**config.mk**
```make
export PLATFORM = sky130hd
export DESIGN_NAME = apms_seq
export DESIGN_NICKNAME = d
export VERILOG_FILES = /design/src/core/apms_pkg.sv /design/src/core/apms_link_sync.sv /design/src/core/apms_seq.sv
export SDC_FILE = /design/constraint.sdc
export NUM_CORES = 1
export LEC_CHECK = 0
export BUFFER_PORTS_ARGS = -buffer_cell sky130_fd_sc_hd__buf_2
export CORE_MARGIN = 4
export CORE_UTILIZATION = 50
export DETAILED_ROUTE_END_ITERATION = 6
export PLACE_DENSITY = 0.7
export SETUP_SLACK_MARGIN = 0.3
export SYNTH_ARGS = -nofsm -noshare
export SYNTH_HDL_FRONTEND = slang
export SYNTH_SLANG_ARGS = --single-unit
```
**constraint.sdc**
```tcl
create_clock -name clk -period 2.35 [get_ports clk]
set_input_delay 0.47 -clock clk [delete_from_list [all_inputs] [get_ports clk]]
set_output_delay 0.47 -clock clk [all_outputs]
set_load 0.02 [all_outputs]
```
**src/core/apms_pkg.sv**
```systemverilog
// Shared constants and types for the converter power-mode sequencer.
// Assumes a single 10 MHz system clock; the serial link is sampled, not clocked.
package apms_pkg;

   // ----------------------------------------
   // Frame counts
   // ----------------------------------------
   localparam int unsigned EDGE_CNT_W = 5;
   localparam logic [4:0] EDGE_GLITCH = 5'h02;
   localparam logic [4:0] EDGE_HOLD = 5'h0A;
   localparam logic [4:0] EDGE_FRAME = 5'h10;
   localparam logic [4:0] EDGE_TRACK = 5'h0D;
   localparam logic [4:0] EDGE_ZERO = 5'h00;
   localparam int unsigned RESULT_W = 12;
   localparam int unsigned WORD_W = 16;
   localparam logic [3:0] LEAD_ZEROS = 4'h0;

   // ----------------------------------------
   // Modes
   // ----------------------------------------
   typedef enum logic [1:0] {
      APMS_NORMAL = 2'b00,
      APMS_PARTIAL = 2'b01,
      APMS_FULL = 2'b11
   } apms_mode_e;

   localparam apms_mode_e MODE_RESET = APMS_NORMAL;

   // Synchronised link pins with edge events
   typedef struct packed {
      logic sel_fall;
      logic sel_rise;
      logic clk_fall;
      logic clk_rise;
      logic sel_low;
   } apms_link_s;

endpackage

```
**src/core/apms_link_sync.sv**
```systemverilog
// Two-flop synchronisers and edge finders for the select and serial clock pins.
// Assumes pins are asynchronous to clk.
`timescale 1ns/1ns
module apms_link_sync (
   input wire logic clk,
   input wire logic rst_n,
   input wire logic sel_n_pin,
   input wire logic sclk_pin,
   output apms_pkg::apms_link_s link
);

   logic [2:0] sel_q;
   logic [2:0] sck_q;

   // ----------------------------------------
   // Synchronise; third stage for edges
   // ----------------------------------------
   always_ff @(posedge clk) begin
      if (!rst_n) begin
         sel_q <= 3'h7;
         sck_q <= 3'h7;
      end else begin
         sel_q <= {sel_q[1:0], sel_n_pin};
         sck_q <= {sck_q[1:0], sclk_pin};
      end
   end

   always_comb begin
      link.sel_fall = sel_q[2] & ~sel_q[1];
      link.sel_rise = ~sel_q[2] & sel_q[1];
      link.clk_fall = sck_q[2] & ~sck_q[1] & ~sel_q[1];
      link.clk_rise = ~sck_q[2] & sck_q[1] & ~sel_q[1];
      link.sel_low = ~sel_q[1];
   end

endmodule

```
**src/core/apms_seq.sv**
```systemverilog
// Power-mode sequencer and serial result framing for a 12-bit serial converter.
// Assumes select and serial clock come from an external master, async to clk.
// Summary of operation
// [RQ1] Select falling edge samples input and starts a conversion.
// [RQ2] Select held low past ten falling edges keeps device fully powered.
// [RQ3] Select rising between edges ten and sixteen aborts, stays powered, floats output.
// [RQ4] Sixteen serial clocks in one frame complete conversion and readout.
// [RQ5] Host waits a quiet gap after output floats before next frame.
// [RQ6] Host may idle select high, or low then raise before next frame.
// [RQ7] Normal: select rising between edges two and ten enters partial power-down.
// [RQ8] Normal: select rising before edge two keeps normal mode.
// [RQ9] Dummy frame held past edge ten wakes device from power-down.
// [RQ10] Wake completes after sixteen clocks; only the next frame gives valid data.
// [RQ11] Partial: select rising before edge two returns to partial power-down.
// [RQ12] Partial: select rising between edges two and ten enters full power-down.
// [RQ13] Three modes; next mode set by current mode and select rise point.
// [RQ14] Track-and-hold returns to track on the thirteenth rising clock edge; in a frame begun in power-down the code returns on the first.
// [RQ15] Result shifts out as four zeros then twelve bits, MSB first.
// [RQ16] Host allows a wake delay beyond one dummy frame after full power-down.
// [RQ17] Falling edges counted from each select fall, judged at select rise.
// [RQ18] Serial output floats whenever select is high.
`timescale 1ns/1ns
module apms_seq (
   input wire logic clk,
   input wire logic rst_n,
   input wire logic sel_n_pin,
   input wire logic sclk_pin,
   input wire logic [11:0] sample_code,
   output logic serial_result_out,
   output logic serial_result_oe,
   output logic [1:0] power_mode,
   output logic powered,
   output logic tracking,
   output logic result_valid
);

   apms_pkg::apms_link_s link;
   apms_pkg::apms_mode_e mode_q;
   logic [4:0] edges_q;
   logic [4:0] rises_q;
   logic [15:0] shift_q;
   logic active_q;
   logic waking_q;
   logic dummy_q;
   logic oe_q;
   logic track_q;
   logic valid_q;

   apms_link_sync u_sync (
      .clk(clk),
      .rst_n(rst_n),
      .sel_n_pin(sel_n_pin),
      .sclk_pin(sclk_pin),
      .link(link)
   );

   // Window test on the falling-edge count
   function automatic logic in_window(input logic [4:0] n, input logic [4:0] lo, input logic [4:0] hi);
      in_window = (n >= lo) && (n < hi);
   endfunction

   // ----------------------------------------
   // Edge counter
   // ----------------------------------------
   always_ff @(posedge clk) begin
      if (!rst_n) begin
         edges_q <= apms_pkg::EDGE_ZERO;
      end else if (link.sel_fall) begin
         edges_q <= apms_pkg::EDGE_ZERO; // RQ17
      end else if (link.clk_fall && edges_q != apms_pkg::EDGE_FRAME) begin
         edges_q <= edges_q + 5'h01; // RQ17
      end
   end

   // ----------------------------------------
   // Rising-edge counter
   // ----------------------------------------
   // Kept apart from the fall count so track timing does not hang on the clock's idle level
   always_ff @(posedge clk) begin
      if (!rst_n) begin
         rises_q <= apms_pkg::EDGE_ZERO;
      end else if (link.sel_fall) begin
         rises_q <= apms_pkg::EDGE_ZERO; // RQ14
      end else if (link.clk_rise && rises_q != apms_pkg::EDGE_FRAME) begin
         rises_q <= rises_q + 5'h01; // RQ14
      end
   end

   // ----------------------------------------
   // Frame activity
   // ----------------------------------------
   always_ff @(posedge clk) begin
      if (!rst_n) begin
         active_q <= 1'b0;
      end else if (link.sel_fall) begin
         active_q <= 1'b1; // RQ1
      end else if (link.sel_rise) begin
         active_q <= 1'b0;
      end else if (link.clk_fall && edges_q == apms_pkg::EDGE_FRAME - 5'h01) begin
         active_q <= 1'b0; // RQ4
      end
   end

   // ----------------------------------------
   // Mode machine
   // ----------------------------------------
   // Only a frame still open is judged; a completed frame has already settled its mode
   always_ff @(posedge clk) begin
      if (!rst_n) begin
         mode_q <= apms_pkg::MODE_RESET;
      end else if (link.sel_rise && active_q) begin
         case (mode_q)
            apms_pkg::APMS_NORMAL: begin
               if (in_window(edges_q, apms_pkg::EDGE_GLITCH, apms_pkg::EDGE_HOLD)) begin
                  mode_q <= apms_pkg::APMS_PARTIAL; // RQ7 RQ13
               end else begin
                  mode_q <= apms_pkg::APMS_NORMAL; // RQ8 RQ3 RQ2
               end
            end
            apms_pkg::APMS_PARTIAL: begin
               if (in_window(edges_q, apms_pkg::EDGE_GLITCH, apms_pkg::EDGE_HOLD)) begin
                  mode_q <= apms_pkg::APMS_FULL; // RQ12 RQ13
               end else if (edges_q >= apms_pkg::EDGE_HOLD) begin
                  mode_q <= apms_pkg::APMS_NORMAL; // RQ9
               end else begin
                  mode_q <= apms_pkg::APMS_PARTIAL; // RQ11
               end
            end
            apms_pkg::APMS_FULL: begin
               if (edges_q >= apms_pkg::EDGE_HOLD) begin
                  mode_q <= apms_pkg::APMS_NORMAL; // RQ9
               end else begin
                  mode_q <= apms_pkg::APMS_FULL;
               end
            end
            default: begin
               mode_q <= apms_pkg::MODE_RESET;
            end
         endcase
      end else if (link.clk_fall && active_q && edges_q == apms_pkg::EDGE_FRAME - 5'h01
                   && mode_q != apms_pkg::APMS_NORMAL) begin
         mode_q <= apms_pkg::APMS_NORMAL; // RQ9 RQ10
      end
   end

   // ----------------------------------------
   // Wake tracking: any open frame, and whether it began in power-down
   // ----------------------------------------
   always_ff @(posedge clk) begin
      if (!rst_n) begin
         waking_q <= 1'b0;
         dummy_q <= 1'b0;
      end else if (link.sel_fall) begin
         waking_q <= 1'b1; // RQ9
         dummy_q <= (mode_q != apms_pkg::APMS_NORMAL); // RQ10
      end else if (link.sel_rise) begin
         waking_q <= 1'b0;
      end
   end

   // ----------------------------------------
   // Sample hold and shift register
   // ----------------------------------------
   // Word is loaded at the select fall; bit 15 is on the pin first
   always_ff @(posedge clk) begin
      if (!rst_n) begin
         shift_q <= 16'h0000;
      end else if (link.sel_fall) begin
         shift_q <= {apms_pkg::LEAD_ZEROS, sample_code}; // RQ1 RQ15
      end else if (link.clk_fall && active_q) begin
         shift_q <= {shift_q[14:0], 1'b0}; // RQ15
      end
   end

   // ----------------------------------------
   // Output enable
   // ----------------------------------------
   always_ff @(posedge clk) begin
      if (!rst_n) begin
         oe_q <= 1'b0;
      end else if (link.sel_fall) begin
         oe_q <= 1'b1;
      end else if (!link.sel_low || link.sel_rise) begin
         oe_q <= 1'b0; // RQ18 RQ3 RQ7
      end else if (link.clk_fall && edges_q == apms_pkg::EDGE_FRAME - 5'h01) begin
         oe_q <= 1'b0; // RQ4
      end
   end

   // ----------------------------------------
   // Track-and-hold and valid flag
   // ----------------------------------------
   always_ff @(posedge clk) begin
      if (!rst_n) begin
         track_q <= 1'b1;
      end else if (link.sel_fall) begin
         track_q <= 1'b0; // RQ1
      end else if (link.clk_rise && rises_q == apms_pkg::EDGE_TRACK - 5'h01) begin
         track_q <= 1'b1; // RQ14
      end else if (link.clk_rise && dummy_q) begin
         track_q <= 1'b1;
      end
   end

   always_ff @(posedge clk) begin
      if (!rst_n) begin
         valid_q <= 1'b0;
      end else if (link.sel_fall) begin
         valid_q <= 1'b0;
      end else if (link.clk_fall && active_q && !dummy_q && edges_q == apms_pkg::EDGE_FRAME - 5'h01) begin
         valid_q <= 1'b1; // RQ4 RQ10
      end
   end

   assign serial_result_out = shift_q[15];
   assign serial_result_oe = oe_q & link.sel_low; // RQ18
   assign power_mode = mode_q;
   assign powered = (mode_q == apms_pkg::APMS_NORMAL) | waking_q; // RQ2 RQ9
   assign tracking = track_q;
   assign result_valid = valid_q;

endmodule

```
==> reports/qor.txt, run 1 <==
syn nets: 238
H-tree depth: 2
crit share post-route: 0.745
initial antenna violation count: 0
FF-to-FF setup slack: 0.60 ns
Die Ht: 68.3 um
ant diodes: 0
first-pass GRT wire length: 6180 um
Layout area overhead: 10.4%
Setup TNS: 0 ns
fmax: 572 MHz
Seq cells post-synth: 40
DP Cell Count: 274
initial drt markers: 60
post-CTS resize count: 0
sequential cell area fraction in the yosys report: 0.440
CTS sink count: 40
setup bufs post-CTS: 0
Slew HR: 0.572
filler cell count: 329
Total GRT Usage: 0.176
DP HPWL: 2630 um
crit path launch type: flop
worst slew pin tran: 0.640 ns
peak supply drop: 0.313 mV
Post-Syn Instances: 214
global route total overflow: 0
Nets: 259
DP Area: 1960 um2
minimum clock period: 1.75 ns
worst skew pair latency: 0.34 ns
# IOs: 23
Core Area: 3420 um2
DIE AREA: 4670 um2
leading cell types in the layout, fill and taps excluded: 40 x dfxtp_1, 39 x nand2_1, 22 x o21ai_0, 22 x buf_2
Clock Path Buffers: 2
Setup crit end: shift_q[1]$_SDFFE_PN0P_
Avg Inst Size Synth: 8.50 um2
status: finished clean
vias in the first global route: 1426
CTS tree: done
Layout Skew: 0.00759 ns
share of post-route cells with drive strength above 1: 0.153
synth warn: 0
P_leak: 0.720 nW
arrival time worst endpoint: 1.97 ns
Hold-fix buffers, CTS: 0
largest net degree at the start of global routing: 32
Hold Fails Final Rpt: 0
post-route cell area: 2010 um2
Routed WL: 3600 um
commonest non-fill, non-tap cell in the layout: dfxtp_1
fin. max-slew vios: 0
R2R cell count: 6
Crit Reg-Reg Startpoint: u_sync.sel_q[1]$_SDFF_PN1_
reg-to-reg endpoint: shift_q[1]$_SDFFE_PN0P_
fin cells: 281
Pre-antenna DRT Iters: 4
Die X: 68.3 um
synth unique cells: 38
final setup vio count: 0
Critical Path Fanout Max: 14
slack of the critical path: 0.600 ns
Starting Density: 0.533
CTS clock-pin slew for the worst setup and hold paths: 0.10 ns
WP data required: 2.57 ns
final core area utilization: 0.588
Synth area leader: dfxtp_1
Mapped Area: 1820 um2
Setup CP Type: flop to flop
Synth area leaders: dfxtp_1 44%, nand2_1 8.3%, o21ai_0 6.1%
Synth top area share: 0.440
PortBufs: 22
Cell Rows: 21
DP Worst Slack: 0.473 ns
drt drc: 0
Root Driver: clkbuf_4
RSZ-0062 raised after global routing: false
via count of the routed design: 1563
power density over the cells: 541 nW/um2
Routed WL per cell: 12.8 um
Num CTS Buffers: 5
number of max-cap violations: 0
ANT nets after route: 0
Critical Path Source: u_sync.sel_q[1]$_SDFF_PN1_
RePlAce Congestion: 0.784
CP endpoint kind: flop
Vias/cell: 5.56
Hold Crit Class: primary input to flop
registers in the layout (all words and copies together) (netlist names), 2 cells and up:
signal / flops
power_mode: 2
u_sync.sck_q: 3
rises_q: 5
edges_q: 5
shift_q: 16
u_sync.sel_q: 3
logic make-up (layout without fill, tap and decap cells):
family          Yosys count  in the layout  share of synthesized area
simple gates             79             79                      0.239
compound gates           61             61                      0.200
flops                    40             40                      0.440
buf+inv                  24             45                     0.0543
fa+ha+maj                 8              8                     0.0550
mux                       2              2                     0.0110
through the flow:
stage                     power (mW)  hold slack (ns)
after CTS                       1.10            0.296
after global placement         0.788            0.389
after floorplan                0.767            0.386
after detailed placement       0.790            0.403
final                           1.09            0.312
after global routing            1.14            0.303
per-layer routing:
metal / GRT usage / wire (um) / up-vias
met5: 0 / 0 / -
met4: 0.0596 / 51 / 0
met3: 0.0575 / 159 / 7
met2: 0.295 / 1670 / 29
met1: 0.211 / 1720 / 724
li1: - / - / 803
worst min-delay path by stage:
stage | endpoint | startpoint | cells past startpoint
floorplan | u_sync.sck_q[1]$_SDFF_PN1_ | u_sync.sck_q[0]$_SDFF_PN1_ | 1
global placement | u_sync.sck_q[1]$_SDFF_PN1_ | u_sync.sck_q[0]$_SDFF_PN1_ | 1
detailed placement | u_sync.sel_q[1]$_SDFF_PN1_ | u_sync.sel_q[0]$_SDFF_PN1_ | 1
CTS | u_sync.sel_q[0]$_SDFF_PN1_ | sel_n_pin | 2
global route | u_sync.sel_q[0]$_SDFF_PN1_ | sel_n_pin | 2
finish | u_sync.sck_q[0]$_SDFF_PN1_ | sclk_pin | 2
synth_stat cells (all sizes together):
| library cell | number |
|---|---|
| dfxtp | 40 |
| nand2 | 40 |
| o21ai | 22 |
| a21oi | 13 |
| inv | 13 |
| a31oi | 12 |
| ha | 8 |
| nand3 | 8 |
| clkbuf | 7 |
| nand2b | 5 |
| or3 | 4 |
| or4 | 4 |
| buf | 3 |
| a21boi | 2 |
| a41oi | 2 |
| mux2i | 2 |
| nand4bb | 2 |
| nor2 | 2 |
| nor2b | 2 |
| nor3b | 2 |
| nor4bb | 2 |
| o2111ai | 2 |
| o211ai | 2 |
| o21a | 2 |
| or3b | 2 |
| or4bb | 2 |
| a2111oi | 1 |
| and3 | 1 |
| and4bb | 1 |
| clkinv | 1 |
| nand4 | 1 |
| nor4 | 1 |
| o21bai | 1 |
| o311a | 1 |
| o31ai | 1 |
worst max-delay path, stage by stage, from the launching register on:
cell	delay [ns]
dfxtp_1	0.41
inv_1	0.11
ha_1	0.33
clkinvlp_4	0.31
buf_4	0.26
o21ai_0	0.16
a31oi_1	0.06
cell type report:
cell class	count	area [um2]	area share
Multi-Input combinational cell	150	922	0.459
Sequential cell	40	801	0.399
Timing Repair Buffer	24	125	0.0623
Tap cell	46	57.6	0.0287
Inverter	14	56.3	0.0280
Clock buffer	6	41.3	0.0206
Clock inverter	1	5.00	0.00249
report_power, final:
part	total [mW]	switching, mW	leakage [nW]	internal [mW]
combinational	0.0680	0.0374	0.366	0.0306
clock	0.311	0.201	0.0281	0.110
sequential	0.707	0.0117	0.325	0.696
Note: power is estimated with default switching activity, not from simulation.
==> run 2: changes to the inputs <==
--- a/config.mk
+++ b/config.mk
@@ -9,7 +9,7 @@
 export CORE_MARGIN = 4
 export CORE_UTILIZATION = 50
 export DETAILED_ROUTE_END_ITERATION = 6
-export PLACE_DENSITY = 0.7
+export PLACE_DENSITY = 0.73
 export SETUP_SLACK_MARGIN = 0.3
 export SYNTH_ARGS = -nofsm -noshare
 export SYNTH_HDL_FRONTEND = slang
==> constraint.sdc (replaced) <==
create_clock -name clk -period 1.44 [get_ports clk]
set_input_delay 0.288 -clock clk [delete_from_list [all_inputs] [get_ports clk]]
set_output_delay 0.288 -clock clk [all_outputs]
set_load 0.02 [all_outputs]
==> reports/qor.txt, run 2 (synthesis gave the netlist of run 1 again) <==
status: complete, but fails checks
failing checks: negative setup slack
Critical Path Fanout Max: 6 (-8)
Crit Reg-Reg Startpoint: u_sync.sel_q[1]$_SDFF_PN1_
CTS tree: done
fin. max-slew vios: 0 (unchanged)
Starting Density: 0.533 (unchanged)
Die Ht: 68.3 um (unchanged)
WP data required: 1.72 ns (-0.85 ns)
Reg with most FFs: shift_q
hold path start: sel_n_pin
CTS sink count: 40 (unchanged)
final core area utilization: 0.812 (+0.224)
max reg flops: 16 (unchanged)
crit path launch type: flop
drt drc: 0 (unchanged)
fmax: 675 MHz (+18%)
CP endpoint kind: flop
peak supply drop: 0.430 mV (+38%)
Hold Crit Class: primary input to flop
Hold-fix buffers, CTS: 0 (unchanged)
RSZ-0062 raised after global routing: true
ant diodes: 0 (unchanged)
number of max-cap violations: 0 (unchanged)
share of post-route cells with drive strength above 1: 0.496 (+0.343)
RePlAce Congestion: 0.731 (-6.7%)
Worst Hold End: u_sync.sel_q[0]$_SDFF_PN1_
# IOs: 23 (unchanged)
largest net degree at the start of global routing: 14 (-56%)
hold path depth: 2 (unchanged)
P_leak: 0.973 nW (+35%)
worst skew pair latency: 0.34 ns (about the same)
DP HPWL: 2740 um (+3.9%)
Routed WL: 5380 um (+49%)
Layout Skew: 0.0113 ns (+0.00366 ns)
Routed WL per cell: 16.9 um (+32%)
commonest non-fill, non-tap cell in the layout: nand2_1
arrival time worst endpoint: 1.76 ns (-0.21 ns)
power density over the cells: 688 nW/um2 (+27%)
leading cell types in the layout, fill and taps excluded: 33 x nand2_1, 26 x dfxtp_1, 22 x buf_4, 19 x buf_6, 15 x buf_2
vias in the first global route: 1676 (+18%)
PortBufs: 22 (unchanged)
first-pass GRT wire length: 7690 um (+24%)
DIE AREA: 4670 um2 (unchanged)
Nets: 296 (+14%)
total power: 1.91 mW (+76%)
Cell Rows: 21 (unchanged)
Layout area overhead: 52.5%
global route total overflow: 0 (unchanged)
Vias/cell: 5.65 (+1.6%)
Pre-antenna DRT Iters: 5 (+1)
Total GRT Usage: 0.223 (+0.0466)
via count of the routed design: 1797 (+15%)
initial drt markers: 136 (+130%)
reg-to-reg endpoint: edges_q[2]$_SDFFE_PP0P_
Num CTS Buffers: 5 (unchanged)
Hold Fails Final Rpt: 0 (unchanged)
Largest regs: shift_q (16), edges_q (5), rises_q (5)
minimum clock period: 1.48 ns (-0.268 ns)
Core Area: 3420 um2 (unchanged)
Setup CP Type: flop to flop
R2R cell count: 3 (-3)
slack of the critical path: -0.0421 ns (-0.642 ns)
H-tree depth: 2 (unchanged)
Root Driver: clkbuf_4
Slew HR: 0.756 (+0.184)
initial antenna violation count: 0 (unchanged)
crit share post-route: 1.03 (+0.285)
worst slew pin tran: 0.362 ns (-0.278 ns)
Clock Path Buffers: 2 (unchanged)
CTS clock-pin slew for the worst setup and hold paths: 0.12 ns (+0.02 ns)
ANT nets after route: 0 (unchanged)
final setup vio count: 2 (+2)
Die X: 68.3 um (unchanged)
Setup TNS: -0.0609 ns (-0.0609 ns)
FF-to-FF setup slack: -0.04 ns (-0.64 ns)
hold slack: 0.115 ns (-0.198 ns)
run 2: cell count changes in the layout (fill, tap and decap cells not counted), sizes merged:
cell | previous run | this run
buf | 24 | 56
nand2 | 40 | 41
clkinv | 1 | 3
clkinvlp | 1 | 0
inv | 13 | 15
and4bb | 1 | 2
run 2: how the worst max path moves through the flow:
stage	startpoint	end	slack (ns)
after floorplan	u_sync.sel_q[1]$_SDFF_PN1_	edges_q[2]$_SDFFE_PP0P_	-0.01
after global placement	edges_q[0]$_SDFFE_PP0P_	oe_q$_SDFFE_PN0P_	0.005
after detailed placement	edges_q[0]$_SDFFE_PP0P_	oe_q$_SDFFE_PN0P_	-0.04
after CTS	u_sync.sel_q[1]$_SDFF_PN1_	edges_q[2]$_SDFFE_PP0P_	0.01
after global routing	u_sync.sel_q[1]$_SDFF_PN1_	shift_q[7]$_SDFFE_PN0P_	-0.07
final	u_sync.sel_q[1]$_SDFF_PN1_	edges_q[2]$_SDFFE_PP0P_	-0.04
run 2: cell type report:
type / count / area, um2
multi-input cells: 152 / 1280
flip-flops and latches: 40 / 828
fillers: 199 / 642
repair buffers: 56 / 454
inverters: 14 / 72.6
well taps: 46 / 57.6
clock buffers: 6 / 41.3
repair inverters: 3 / 38.8
clock inverters: 1 / 5.00
run 2: metrics by stage:
step,worst slack [ns],cell area (um2),std cells
after global routing,-0.0668,2770,318
after detailed placement,-0.0403,2130,291
after floorplan,-0.0109,1900,214
after CTS,0.0149,2500,310
final,-0.0421,2770,318
after global placement,0.00480,2130,291
run 2: what timing repair did:
| item | in CTS | in global routing |
|---|---|---|
| setup endpoints to repair | 41 | 41 |
| pin swaps | 14 | 22 |
| resized for setup | 68 | 48 |
| setup buffers | 7 | 8 |
| gates cloned | 5 | 0 |
run 2: report_power, final:
group          total, mW  internal, mW  switching, mW
logic              0.219         0.104          0.115
clock network      0.537         0.180          0.357
registers           1.15          1.13         0.0210
total               1.91          1.41          0.493
run 2: critical path: stages (launching register included):
cell     delay [ns]
dfxtp_4        0.39
or3b_4         0.40
or4_4          0.50
a21oi_2        0.13
run 2: layer usage:
layer / vias to the layer above / wire length [um] / part of all wire / track usage
met5: - / 0 / 0 / 0
met4: 0 / 88 / 0.016 / 0.0769
met3: 14 / 224 / 0.042 / 0.0493
met2: 54 / 2850 / 0.53 / 0.396
met1: 843 / 2210 / 0.41 / 0.262
li1: 886 / - / - / -
==> run 3: changes to the inputs <==
--- a/config.mk
+++ b/config.mk
@@ -6,10 +6,12 @@
 export NUM_CORES = 1
 export LEC_CHECK = 0
 export BUFFER_PORTS_ARGS = -buffer_cell sky130_fd_sc_hd__buf_2
+export CAP_MARGIN = 40
 export CORE_MARGIN = 4
 export CORE_UTILIZATION = 50
 export DETAILED_ROUTE_END_ITERATION = 6
 export PLACE_DENSITY = 0.73
+export REMOVE_ABC_BUFFERS = 1
 export SETUP_SLACK_MARGIN = 0.3
 export SYNTH_ARGS = -nofsm -noshare
 export SYNTH_HDL_FRONTEND = slang
==> reports/qor.txt, run 3 (synthesis gave the netlist of run 1 again) <==
Hold Fails Final Rpt: 0 (unchanged)
ANT nets after route: 0 (unchanged)
initial drt markers: 121 (-11%)
RePlAce Congestion: 0.828 (+13%)
vias in the first global route: 1614 (-3.7%)
H-tree depth: 2 (unchanged)
RSZ-0062 raised after global routing: true
minimum clock period: 1.48 ns (-0.00520 ns)
via count of the routed design: 1764 (-1.8%)
met3 Usage GRT: 0.0443 (-0.00493)
number of max-cap violations: 0 (unchanged)
Critical Path Fanout Max: 4 (-2)
DP Cell Count: 290 (-0.34%)
Hold Crit Class: primary input to flop
hold slack: 0.114 ns (-0.000975 ns)
Nets: 288 (-2.7%)
share of post-route cells with drive strength above 1: 0.494 (-0.00198)
drt drc: 0 (unchanged)
leading cell types in the layout, fill and taps excluded: 34 x nand2_1, 25 x dfxtp_1, 24 x buf_4, 15 x buf_2, 11 x a31oi_1
final setup vio count: 4 (+2)
grt met2 use: 0.378 (-0.0181)
crit path launch type: flop
largest net degree at the start of global routing: 16 (+2)
Net Sw Frac: 0.240 (-0.0189)
CTS clock-pin slew for the worst setup and hold paths: 0.13 ns (about the same)
arrival time worst endpoint: 1.74 ns (-0.02 ns)
GRT busiest layer: met2
DIE AREA: 4670 um2 (unchanged)
PortBufs: 22 (unchanged)
first-pass GRT wire length: 7690 um (about the same)
final core area utilization: 0.799 (-0.0136)
Clock power frac: 0.361 (+0.079)
Routed WL per cell: 16.1 um (-4.6%)
Slew HR: 0.762 (+0.00615)
fmax: 677 MHz (+0.35%)
Sw Pwr: 0.497 mW (+0.71%)
worst slew pin tran: 0.356 ns (-0.00642 ns)
status: complete, but fails checks
Clock Path Buffers: 2 (unchanged)
WP data required: 1.71 ns (about the same)
Pre-antenna DRT Iters: 5 (unchanged)
Setup CP Type: flop to flop
global route total overflow: 0 (unchanged)
Largest regs: shift_q (16), edges_q (5), rises_q (5)
worst skew pair latency: 0.35 ns (about the same)
Vias/cell: 5.67 (+0.37%)
Starting Density: 0.533 (unchanged)
Slowest cell on crit path: or4_4
initial antenna violation count: 0 (unchanged)
# IOs: 23 (unchanged)
total power: 2.07 mW (+8.7%)
failing checks: negative setup slack
ant diodes: 0 (unchanged)
CTS tree: done
CP endpoint kind: flop
power density over the cells: 760 nW/um2 (+11%)
DP HPWL: 2740 um (+0.32%)
combinational power share: 0.086 (-0.029)
CTS sink count: 40 (unchanged)
commonest non-fill, non-tap cell in the layout: nand2_1
peak supply drop: 0.735 mV (+71%)
Core Area: 3420 um2 (unchanged)
Die Ht: 68.3 um (unchanged)
Layout area overhead: 49.9%
Total GRT Usage: 0.222 (-0.00107)
Root Driver: clkbuf_4
max reg flops: 16 (unchanged)
Setup TNS: -0.0974 ns (-0.0365 ns)
P_leak: 0.956 nW (-1.8%)
sequential share of power: 0.553 (-0.050)
Reg with most FFs: shift_q
Die X: 68.3 um (unchanged)
fin. max-slew vios: 0 (unchanged)
Routed WL: 5020 um (-6.7%)
met1 usage: 0.278 (+0.0162)
Cell Rows: 21 (unchanged)
slack of the critical path: -0.0369 ns (+0.00520 ns)
Num CTS Buffers: 5 (unchanged)
fin cells: 311 (-2.2%)
CP Cell Sequence: buf_6 -> o21a_1 -> or4_4 -> o211ai_1
Crit path largest cell delay: 0.49 ns (about the same)
crit share post-route: 1.03 (-0.00361)
Layout Skew: 0.00929 ns (-0.00196 ns)
Int Pwr: 1.58 mW (+11%)
run 3: cell types whose count changed in the layout (fill, tap and decap cells not counted), sizes merged:
cell,previous run,this run
buf,56,51
bufinv,0,1
clkinv,3,2
clkinvlp,0,1
inv,15,13
nand2,41,40
run 3: path summary, 6_finish.rpt:
check        cells after the start                    endpoint                  startpoint  slack [ns]
max reg2reg                      4  power_mode[0]$_SDFFE_PN0P_     edges_q[1]$_SDFFE_PP0P_       -0.04
min                              2  u_sync.sck_q[0]$_SDFF_PN1_                    sclk_pin        0.11
min reg2reg                      1  u_sync.sel_q[1]$_SDFF_PN1_  u_sync.sel_q[0]$_SDFF_PN1_        0.44
max                              4  power_mode[0]$_SDFFE_PN0P_     edges_q[1]$_SDFFE_PP0P_       -0.04
run 3: final cells by class:
type / instances / area (um2)
Clock inverter: 3 / 42.5
Multi-Input combinational cell: 151 / 1240
Inverter: 14 / 65.1
Fill cell: 209 / 688
Sequential cell: 40 / 837
Timing Repair Buffer: 52 / 445
Clock buffer: 5 / 37.5
Tap cell: 46 / 57.6
run 3: per-stage QoR:
step	cell area, um2	setup WS [ns]
4_1_cts	2530	-0.00552
6_report	2730	-0.0369
3_5_place_dp	2100	-0.0773
3_3_place_gp	2100	-0.00360
2_1_floorplan	1770	-0.265
5_1_grt	2730	-0.0949
run 3: power groups by stage:
stage | Clock, mW | Combinational (mW) | Sequential, mW
6_report | 0.749 | 0.178 | 1.15
5_1_grt | 0.806 | 0.194 | 1.15
4_1_cts | 0.741 | 0.161 | 1.15
3_5_place_dp | 0 | 0.139 | 1.18
3_3_place_gp | 0 | 0.138 | 1.18
2_1_floorplan | 0 | 0.0621 | 1.18
run 3: repair_timing:
item,4_1_cts,5_1_grt
pin swaps,29,20
gates cloned,2,0
buffers inserted,8,3
hold buffers,0,0
resized for setup,80,44
setup endpoints to repair,39,41
run 3: metal layers:
layer,routed length (um),vias up
met2,2530,44
li1,-,871
met1,2230,838
met4,85,0
met3,174,11
met5,0,-
run 3: critical path: cells and delay by family, from the launching register on:
family                 cells  cell delay, ns
AND/OR/NAND/NOR            1            0.49
flip-flops                 1            0.40
AO/OA/AOI/OAI              2            0.38
buffers and inverters      1            0.12
